<file path="src/rtl/cesr_pkg.sv">
package cesr_pkg;
   // Widths
   localparam int unsigned XLEN  = 32;
   localparam int unsigned CW    = 16;
   // Cause register fields
   localparam int unsigned NMF_HI = 31;
   localparam int unsigned NMF_LO = 16;
   localparam int unsigned MKF_HI = 15;
   localparam int unsigned MKF_LO = 0;
   localparam logic [31:0] CAUSE_RST = 32'h0000_0000;
   // Fixed cause codes
   localparam logic [15:0] CODE_NMI_A = 16'h0010;
   localparam logic [15:0] CODE_NMI_B = 16'h0020;
   localparam logic [15:0] CODE_NMI_C = 16'h0030;
   localparam logic [15:0] CODE_TRAP0 = 16'h0040;
   localparam logic [15:0] CODE_TRAP1 = 16'h0050;
   localparam logic [15:0] CODE_ILLOP = 16'h0060;
   localparam logic [15:0] CODE_DBTRP = 16'h0060;
   localparam logic [15:0] HI_ZERO    = 16'h0000;
   // Call-table base writable mask, bits 25..1
   localparam logic [31:0] CBASE_MASK = 32'h03FF_FFFE;
   // Register map, word offsets chosen locally
   localparam logic [3:0] REG_CAUSE  = 4'h0;
   localparam logic [3:0] REG_CBASE  = 4'h1;
   localparam logic [3:0] REG_MRET   = 4'h2;
   localparam logic [3:0] REG_NRET   = 4'h3;
   localparam logic [3:0] REG_STAT   = 4'h4;
   localparam logic [3:0] REG_MASK   = 4'h5;
   localparam logic [3:0] REG_LAST   = 4'h6;
   // Interrupt status bits
   localparam int unsigned NEV     = 2;
   localparam int unsigned EV_NMI  = 0;
   localparam int unsigned EV_MSK  = 1;
   // Entry source selector
   typedef enum logic [2:0]
   {
      SRC_NMI_A = 3'h0,
      SRC_NMI_B = 3'h1,
      SRC_NMI_C = 3'h2,
      SRC_MASK  = 3'h3,
      SRC_TRAP0 = 3'h4,
      SRC_TRAP1 = 3'h5,
      SRC_ILLOP = 3'h6,
      SRC_DBTRP = 3'h7
   } cesr_src_t;
   // Entry sequencer states
   typedef enum logic [2:0]
   {
      ST_RUN  = 3'b001,
      ST_SERV = 3'b010,
      ST_RET  = 3'b100
   } cesr_state_t;
endpackage : cesr_pkg

</file>
<file path="src/rtl/cesr_code_map.sv">
// Maps an entry source to its cause code and handler address; the maskable handler follows mask_code
module cesr_code_map
   import cesr_pkg::*;
(
   input  wire cesr_pkg::cesr_src_t src,
   input  wire logic [3:0]          trap_n,
   input  wire logic [15:0]         mask_code,
   output logic [15:0]              code,
   output logic [31:0]              handler,
   output logic                     is_nmi
);
   // Codes and handler addresses per source
   always_comb
   begin
      code    = CODE_ILLOP;
      handler = {HI_ZERO, CODE_ILLOP};
      is_nmi  = 1'b0;
      case (src)
         SRC_NMI_A:
         begin
            code    = CODE_NMI_A;
            handler = {HI_ZERO, CODE_NMI_A};
            is_nmi  = 1'b1;
         end
         SRC_NMI_B:
         begin
            code    = CODE_NMI_B;
            handler = {HI_ZERO, CODE_NMI_B};
            is_nmi  = 1'b1;
         end
         SRC_NMI_C:
         begin
            code    = CODE_NMI_C;
            handler = {HI_ZERO, CODE_NMI_C};
            is_nmi  = 1'b1;
         end
         SRC_MASK:
         begin
            code    = mask_code;
            handler = {HI_ZERO, mask_code};
         end
         SRC_TRAP0:
         begin
            code    = CODE_TRAP0 | {12'h000, trap_n};
            handler = {HI_ZERO, CODE_TRAP0};
         end
         SRC_TRAP1:
         begin
            code    = CODE_TRAP1 | {12'h000, trap_n};
            handler = {HI_ZERO, CODE_TRAP1};
         end
         SRC_ILLOP:
         begin
            code    = CODE_ILLOP;
            handler = {HI_ZERO, CODE_ILLOP};
         end
         SRC_DBTRP:
         begin
            code    = CODE_DBTRP;
            handler = {HI_ZERO, CODE_DBTRP};
         end
         default:
         begin
            code    = CODE_ILLOP;
            handler = {HI_ZERO, CODE_ILLOP};
         end
      endcase
   end
endmodule // cesr_code_map

</file>
<file path="src/rtl/cesr_recorder.sv">
module cesr_recorder
   import cesr_pkg::*;
#(
   parameter int unsigned AW = 32
)
(
   input  wire logic                clock,
   input  wire logic                rst,
   input  wire logic [3:0]          reg_addr,
   input  wire logic [31:0]         reg_wdata,
   input  wire logic                reg_wr,
   input  wire logic                reg_rd,
   output logic [31:0]              reg_rdata,
   input  wire logic                entry_take,
   input  wire cesr_pkg::cesr_src_t entry_src,
   input  wire logic [3:0]          entry_trap_n,
   input  wire logic [15:0]         entry_mask_code,
   input  wire logic [AW-1:0]       cur_pc,
   input  wire logic [AW-1:0]       next_pc,
   input  wire logic                in_short_load,
   input  wire logic                in_divide,
   input  wire logic                in_frame_op,
   input  wire logic                frame_sp_done,
   input  wire logic                serv_done,
   input  wire logic [15:0]         table_offset,
   input  wire logic [15:0]         table_entry,
   output logic [31:0]              handler_addr,
   output logic                     handler_go,
   output logic                     abandon_instr,
   output logic [31:0]              resume_addr,
   output logic                     resume_go,
   output logic [31:0]              table_addr,
   output logic [31:0]              table_target,
   output logic                     irq
);
   import cesr_pkg::*;

   // Masks a call-table base to its writable bits
   function automatic logic [31:0] cbase_clean(input logic [31:0] v);
      cbase_clean = v & CBASE_MASK;
   endfunction

   logic [15:0] map_code;
   logic [31:0] map_handler;
   logic        map_nmi;

   cesr_code_map u_map
   (
      .src       (entry_src),
      .trap_n    (entry_trap_n),
      .mask_code (entry_mask_code),
      .code      (map_code),
      .handler   (map_handler),
      .is_nmi    (map_nmi)
   );

   logic [31:0]  cause_q, cause_d;
   logic [31:0]  cbase_q, cbase_d;
   logic [31:0]  mret_q, mret_d;
   logic [31:0]  nret_q, nret_d;
   logic [NEV-1:0] stat_q, stat_d;
   logic [NEV-1:0] mask_q, mask_d;
   logic         last_nmi_q, last_nmi_d;
   cesr_state_t  st_q, st_d;
   logic [31:0]  hand_q, hand_d;
   logic         hgo_q, hgo_d;
   logic         aban_q, aban_d;
   logic [31:0]  res_q, res_d;
   logic         rgo_q, rgo_d;
   logic [31:0]  tadr_q, tadr_d;
   logic [31:0]  ttgt_q, ttgt_d;
   logic [31:0]  rdata_q, rdata_d;
   logic         irq_q, irq_d;
   logic         restart;
   logic [31:0]  ret_pc;

   // Return address choice; restartable instructions save their own PC
   always_comb
   begin
      restart = in_short_load | in_divide |
                (in_frame_op & ~frame_sp_done);
      ret_pc  = 32'(restart ? cur_pc : next_pc);
   end

   // Entry recording, return registers and sequencing
   always_comb
   begin
      cause_d    = cause_q;
      mret_d     = mret_q;
      nret_d     = nret_q;
      last_nmi_d = last_nmi_q;
      st_d       = st_q;
      hand_d     = hand_q;
      hgo_d      = 1'b0;
      aban_d     = 1'b0;
      res_d      = res_q;
      rgo_d      = 1'b0;
      case (st_q)
         ST_RUN, ST_SERV:
         begin
            if (entry_take)
            begin
               if (map_nmi)
               begin
                  cause_d[NMF_HI:NMF_LO] = map_code;
                  nret_d = ret_pc;
               end
               else
               begin
                  cause_d[MKF_HI:MKF_LO] = map_code;
                  mret_d = ret_pc;
               end
               last_nmi_d = map_nmi;
               hand_d     = map_handler;
               hgo_d      = 1'b1;
               aban_d     = restart;
               st_d       = ST_SERV;
            end
            else if (st_q == ST_SERV && serv_done)
            begin
               st_d = ST_RET;
            end
         end
         ST_RET:
         begin
            res_d = last_nmi_q ? nret_q : mret_q;
            rgo_d = 1'b1;
            st_d  = ST_RUN;
         end
         default:
         begin
            st_d = ST_RUN;
         end
      endcase
   end

   // Register bus, call-table address, interrupt status
   always_comb
   begin
      cbase_d = cbase_q;
      mask_d  = mask_q;
      stat_d  = stat_q;
      rdata_d = 32'h0000_0000;
      if (reg_wr && reg_addr == REG_CBASE)
         cbase_d = cbase_clean(reg_wdata);
      if (reg_wr && reg_addr == REG_MASK)
         mask_d = reg_wdata[NEV-1:0];
      if (reg_wr && reg_addr == REG_STAT)
         stat_d = stat_q & ~reg_wdata[NEV-1:0];
      // Set wins over clear; an entry ignored in the return cycle sets none
      if (entry_take && map_nmi && st_q != ST_RET)
         stat_d[EV_NMI] = 1'b1;
      if (entry_take && !map_nmi && st_q != ST_RET)
         stat_d[EV_MSK] = 1'b1;
      if (reg_rd)
      begin
         case (reg_addr)
            REG_CAUSE: rdata_d = cause_q;
            REG_CBASE: rdata_d = cbase_clean(cbase_q);
            REG_MRET:  rdata_d = mret_q;
            REG_NRET:  rdata_d = nret_q;
            REG_STAT:  rdata_d = {30'h0, stat_q};
            REG_MASK:  rdata_d = {30'h0, mask_q};
            REG_LAST:  rdata_d = {31'h0, last_nmi_q};
            default:   rdata_d = 32'h0000_0000;
         endcase
      end
      tadr_d = cbase_q + {16'h0000, table_offset};
      ttgt_d = cbase_q + {16'h0000, table_entry};
      irq_d  = |(stat_d & mask_d);
   end

   // Base pointer has no reset; software loads it before use
   always_ff @(posedge clock)
   begin
      cbase_q <= cbase_d;
   end

   // State registers
   always_ff @(posedge clock or posedge rst)
   begin
      if (rst)
      begin
         cause_q    <= CAUSE_RST;
         mret_q     <= 32'h0000_0000;
         nret_q     <= 32'h0000_0000;
         last_nmi_q <= 1'b0;
         st_q       <= ST_RUN;
         hand_q     <= 32'h0000_0000;
         hgo_q      <= 1'b0;
         aban_q     <= 1'b0;
         res_q      <= 32'h0000_0000;
         rgo_q      <= 1'b0;
         stat_q     <= '0;
         mask_q     <= '0;
         tadr_q     <= 32'h0000_0000;
         ttgt_q     <= 32'h0000_0000;
         rdata_q    <= 32'h0000_0000;
         irq_q      <= 1'b0;
      end
      else
      begin
         cause_q    <= cause_d;
         mret_q     <= mret_d;
         nret_q     <= nret_d;
         last_nmi_q <= last_nmi_d;
         st_q       <= st_d;
         hand_q     <= hand_d;
         hgo_q      <= hgo_d;
         aban_q     <= aban_d;
         res_q      <= res_d;
         rgo_q      <= rgo_d;
         stat_q     <= stat_d;
         mask_q     <= mask_d;
         tadr_q     <= tadr_d;
         ttgt_q     <= ttgt_d;
         rdata_q    <= rdata_d;
         irq_q      <= irq_d;
      end
   end

   assign reg_rdata     = rdata_q;
   assign handler_addr  = hand_q;
   assign handler_go    = hgo_q;
   assign abandon_instr = aban_q;
   assign resume_addr   = res_q;
   assign resume_go     = rgo_q;
   assign table_addr    = tadr_q;
   assign table_target  = ttgt_q;
   assign irq           = irq_q;
endmodule // cesr_recorder

</file>
<file path="config.mk">
export PLATFORM = sky130hd
export DESIGN_NAME = cesr_recorder
export DESIGN_NICKNAME = d
export VERILOG_FILES = /design/src/rtl/cesr_pkg.sv /design/src/rtl/cesr_code_map.sv /design/src/rtl/cesr_recorder.sv
export SDC_FILE = /design/constraint.sdc
export NUM_CORES = 1
export LEC_CHECK = 0
export ABC_AREA = 1
export BUFFER_PORTS_ARGS = -buffer_cell sky130_fd_sc_hd__buf_2
export CAP_MARGIN = 20
export CORE_MARGIN = 2
export CORE_UTILIZATION = 50
export CTS_CLUSTER_DIAMETER = 50
export DETAILED_ROUTE_END_ITERATION = 10
export GPL_ROUTABILITY_DRIVEN = 0
export PLACE_DENSITY = 0.82
export SETUP_SLACK_MARGIN = 0.4
export SLEW_MARGIN = 10
export SYNTH_ARGS = -nofsm -noshare
export SYNTH_HDL_FRONTEND = slang
export SYNTH_SLANG_ARGS = --single-unit
</file>
<file path="constraint.sdc">
create_clock -name clock -period 8.9 [get_ports clock]
set_clock_uncertainty 0.05 [all_clocks]
set_input_delay 0.445 -clock clock [delete_from_list [all_inputs] [get_ports clock]]
set_output_delay 0.445 -clock clock [all_outputs]
set_load 0.02 [all_outputs]
</file>
### After elaboration in Yosys (flattened, before gate mapping)

Index checks and enable logic that the tools add are counted.

* register bits after elaboration: 283
* logic and storage cells: 83

* add/sub/neg operators: 2
* equal/unequal tests: 18
* mux-type cells: 19
* bitwise operators: 8
* reductions and logical operators: 18

Operators by type and width (count)
* 32-bit one-hot mux with 7 select lines: 2
* 16-bit one-hot mux with 7 select lines: 1
* 32-bit 2-to-1 mux: 3
* 26-bit by 16-bit adder with 27-bit output: 2
* 3-bit == test, second input constant: 5
* 4-bit by 3-bit == test with 1-bit output, second input constant: 3
* 3-bit by 2-bit == test with 1-bit output, second input constant: 3
* 3-bit 2-to-1 mux: 3
* 4-bit by 2-bit == test with 1-bit output, second input constant: 2
* 1-bit logical AND: 8
* 1-bit 2-to-1 mux: 8
* 3-bit by 1-bit == test with 1-bit output, second input constant: 2
* 3-bit != test, second input constant: 2
* 3-bit AND reduction: 2
* 2-bit OR reduction: 3
* 2-bit bitwise AND: 2
* 4-bit by 1-bit == test with 1-bit output, second input constant: 1
* 4-bit logical NOT: 1
* 2-bit 2-to-1 mux: 2
* 3-bit logical NOT: 1
* 3-bit OR reduction: 1
* 1-bit inverter: 2
* 2-bit inverter: 1
* 1-bit OR: 2
* other kinds (3): 3

### Depth between registers and ports, before layout

* depth after elaboration: 9
* depth in mapped cells: 12
* depth with buffers taken out: 12

### Modules after synthesis

Synthesis repeated with hierarchy kept, for this count alone.

* cells, all modules: 1838
* area, all modules: 14300.0 um^2

By module, submodules not included
* cesr_recorder: instances 1, cells an instance 1756, area an instance 13823.3 um^2, sequential area each 7208.2 um^2
* cesr_code_map: instances 1, cells an instance 82, area an instance 476.7 um^2, sequential area each 0.0 um^2

### Worst setup path before layout

OpenSTA, ideal clock, no wires.

* kind: input port to flip-flop
* start: input port reg_addr[1]
* end: register cbase_q[10], enable pin
* setup time: 407 ps
* arrival time: 2112 ps
* data required time: 8443 ps
* setup slack: 6331 ps
* stages: 6
* buffers on the path: 1
* cell sequence: inv_2 -> nand2_1 -> nor2_2 -> inv_1 -> clkbuf_1 -> nor2_1

* cells in the longest elaborated chain, start to end: 2

Ends and longest elaborated chain
* start, declared: RTL line cesr_recorder.sv:9 `input wire logic [3:0] reg_addr,`
* 4-bit by 1-bit == test with 1-bit output: RTL line cesr_recorder.sv:144 `if (reg_wr && reg_addr == REG_CBASE)`
* 1-bit logical AND: RTL line cesr_recorder.sv:144
* end signal, assigned: RTL line cesr_recorder.sv:176 `cbase_q <= cbase_d;`
* end, declared: RTL line cesr_recorder.sv:58 `logic [31:0] cbase_q, cbase_d;`

Every way passes these cells.
A chain may end at the register's enable or synchronous reset.

### Final worst setup path

* start: register st_q[0]
* end: register cause_q[6]

* cells in the longest elaborated chain, start to end: 3
* elaborated cells on any way between the ends: 4
* those cells by class: eq/ne: 2; reduce/logical: 2

Ends and longest elaborated chain
* start, declared: RTL line cesr_recorder.sv:64 `cesr_state_t st_q, st_d;`
* start signal, assigned: RTL line cesr_recorder.sv:207 `st_q <= st_d;`
* 3-bit by 2-bit == test with 1-bit output or 3-bit by 1-bit == test with 1-bit output (tied branches): RTL line cesr_recorder.sv:98 `case (st_q)`
* 2-bit OR reduction (*): RTL line cesr_recorder.sv:98
* 3-bit AND reduction (no source line) (*)
* end signal, assigned: RTL line cesr_recorder.sv:203 `cause_q <= cause_d;`
* end, declared: RTL line cesr_recorder.sv:57 `logic [31:0] cause_q, cause_d;`

Every way passes the cells marked *; elsewhere a longest branch is shown, timed or not.

==> reports/results.tsv <==
stage	metric	value	unit
run_status	status	finished, final reports clean	
critical_path	cp.required	9.35	ns
floorplan	initial_core_util	0.510	
sta	setup_viol	0	
sta	post-route-period-util	0.328	
final_layout	fin_util	0.621	
clock_tree	cts_tree	built	
drt	vias	12600	
yosys	seq_area_frac_synth	0.512	
yosys	ys.flop_type	dfrtp_1	
clock_tree	cts_inserted_buffers	30	
yosys	yosysUniqueCellTypes	35	
global_route	grt_pass1_vias	11800	
sta	period_needed	2.92	ns
sta	fin_ws	5.98	ns
drt	wl_per_cell	17.3	um
yosys	syn_area_per_cell	7.89	um2
yosys	async_reset_ff_frac	0.906	
critical_path	worstSetupEndpointType	flop	
global_route	grt_util_all_layers	0.279	
sta	slew_headroom	0.315	
critical_path	critPathArrivalTime	3.36	ns
critical_path	startpoint_type	flop	
yosys	syn_inst	1686	
yosys	synth_warnings	0	
global_route	antenna_found_initial	1	
drt	first_iter_violations	1325	
clock_tree	cts_buffer_depth	3	
sta	fin_tns_setup	0	ns
clock_tree	htree_num_levels	1	
sta	worstMarginPinSlew	1.02	ns
critical_path	cp_max_fo	52	
floorplan	fp-row-count	59	
drt	ant_nets	0	
clock_tree	clk_latency	0.58	ns
hold_path	min_path_type	primary input to flop	
placement	placed_cell_area	0.0150	mm2
floorplan	core-area	0.0261	mm2
floorplan	die_y	167	um
sta	rsz0062_at_grt	no	
final_layout	nets	2183	
final_layout	drive_gt1_frac	0.188	
clock_tree	path_clk_slew	0.07	ns
floorplan	die_area	0.0279	mm2
placement	place_ws	5.70	ns
floorplan	die_w	167	um
global_route	grt_overflow	0	
global_route	grt_max_degree	101	
drt	wirelength	40700	um
power	peakVddDrop	0.164	mV
drt	drc	0	
yosys	synth_edf_count	25	
placement	place_hpwl	28900	um
drt	via_per_inst	5.39	
floorplan	io_pins	329	
clock_tree	postCtsSetupBuffers	0	
critical_path	critPathKind	flop to flop	
power	cellLeakagePower	8.66	nW
yosys	netlist_area	0.0133	mm2
clock_tree	clockRootBuffer	clkbuf_16	
clock_tree	cts_resized	0	
placement	io_buffers	296	
sta	drv_slew	0	
drt	firstDrtPassIters	10	
final_layout	stdcell_area	0.0162	mm2
yosys	ys_ff_latch	267	
global_route	grt_pass1_wl	61600	um
power	powerDensity	253	mW/mm2
final_layout	synthToLayoutAreaGrowth	21.7	%
sta	max_clock_freq	343	MHz
clock_tree	cts_sinks	267	
sta	finalHoldViolations	0	
run	drv_cap	0	
layout make-up:
class	instances	area [um2]
Fill cell	2134	9870
Sequential cell	267	6810
Multi-Input combinational cell	1137	5290
Timing Repair Buffer	322	1760
Inverter	228	863
Clock buffer	40	828
Tap cell	335	419
Clock inverter	16	219
Antenna cell	1	2.50
timing repair:
item	in CTS	in global routing
hold endpoints to repair	78	3
endpoints found under the setup margin	0	0
hold buffers	11	3
flip-flops by register name (all words and copies together) (netlist names), 25 cells and up:
name          cells
resume_addr      32
mret_q           32
cbase_q          25
reg_rdata        32
table_target     27
nret_q           32
cause_q          32
table_addr       27
where the power goes:
part	switching, mW	internal [mW]	total (mW)
Clock	0.536	0.755	1.29
Sequential	0.180	1.54	1.72
Combinational	0.741	0.350	1.09
cells by family after synthesis:
logic type	after synthesis	synth area share
AND/OR/NAND/NOR	839	0.252
adder cells (fa/ha/maj)	32	0.0312
flip-flops	267	0.512
buffers and inverters	307	0.0983
other	1	0.000282
XOR/XNOR	21	0.0138
AO/OA/AOI/OAI	219	0.0930
through the flow:
stage,power [mW],std cells,hold slack [ns]
floorplan,2.44,1711,0.410
global placement,2.75,2272,0.411
detailed placement,2.80,2273,0.416
CTS,4.10,2340,0.000837
global route,4.31,2346,0.000964
finish,4.10,2346,0.0216
final timing paths:
check | cells past startpoint | end | slack, ns | startpoint
worst min register to register | 2 | handler_addr[6] | 0.44 | handler_addr[6]
min in group asynchronous | 3 | table_addr[0] | 0.51 | rst
max in group asynchronous | 6 | resume_addr[9] | 6.42 | rst
worst min-delay path | 1 | cbase_q[15] | 0.02 | reg_wdata[15]
worst max register to register | 9 | cause_q[6] | 5.98 | st_q[0]
worst max-delay path | 9 | cause_q[6] | 5.98 | st_q[0]
Yosys cell counts, types with 2 or more instances:
library cell  count  share of area
o211ai_1          5         0.0028
xnor2_1           4         0.0026
a21oi_1          41          0.015
buf_2            19         0.0071
nor3_2            2         0.0015
o22ai_1          27          0.013
fa_1              2         0.0030
nand3_1          78          0.029
o21ai_0          78          0.029
a21boi_0          2         0.0011
nor2_4            4         0.0034
nor3_1            7         0.0026
inv_1           222          0.063
dfrtp_1         241           0.45
nor2_1          167          0.047
buf_4            31          0.017
inv_2             4         0.0011
xor2_1           17          0.011
o31ai_1           2         0.0011
edfxtp_1         25          0.056
buf_1             3        0.00085
o21ai_1           4         0.0015
nand2_1         564           0.16
clkbuf_1         24         0.0068
nor2_2            2        0.00094
clkinv_1          2        0.00056
nand4_1          13         0.0061
ha_1             30          0.028
a31oi_1          59          0.028
buf_6             2         0.0017
routing by layer:
metal | part of all wire | GRT usage
met5 | 0 | 0
met4 | 0.041 | 0.112
met3 | 0.096 | 0.0473
met2 | 0.46 | 0.452
met1 | 0.40 | 0.377
critical path, stage by stage (launching register included):
cell	delay (ns)
dfstp_2	0.54
inv_1	0.06
nand2_1	0.13
nand2_2	0.08
nor2_4	0.13
nand2_4	0.21
nor2_4	0.62
buf_4	0.58
o21ai_0	0.27
o21ai_0	0.14
cell usage in the layout, fill, tap and decap left out, drive strengths merged:
master | synthesis | routed
nand4 | 13 | 13
bufinv | 0 | 3
nand2 | 566 | 566
o21ai | 82 | 82
buf | 55 | 308
diode | 0 | 1
conb | 1 | 26
a21oi | 42 | 42
o211ai | 5 | 5
xor2 | 17 | 17
clkinv | 2 | 8
fa | 2 | 2
xnor2 | 4 | 4
nor3 | 9 | 9
a21boi | 2 | 2
ha | 30 | 30
inv | 226 | 231
dlygate4sd3 | 0 | 14
dfrtp | 241 | 241
clkbuf | 24 | 40
nor2 | 173 | 173
edfxtp | 25 | 25
clkinvlp | 0 | 2
o22ai | 27 | 27
nand3 | 78 | 78
a31oi | 59 | 59
dfstp | 1 | 1
o31ai | 2 | 2
Note: power is estimated with default switching activity, not from simulation.
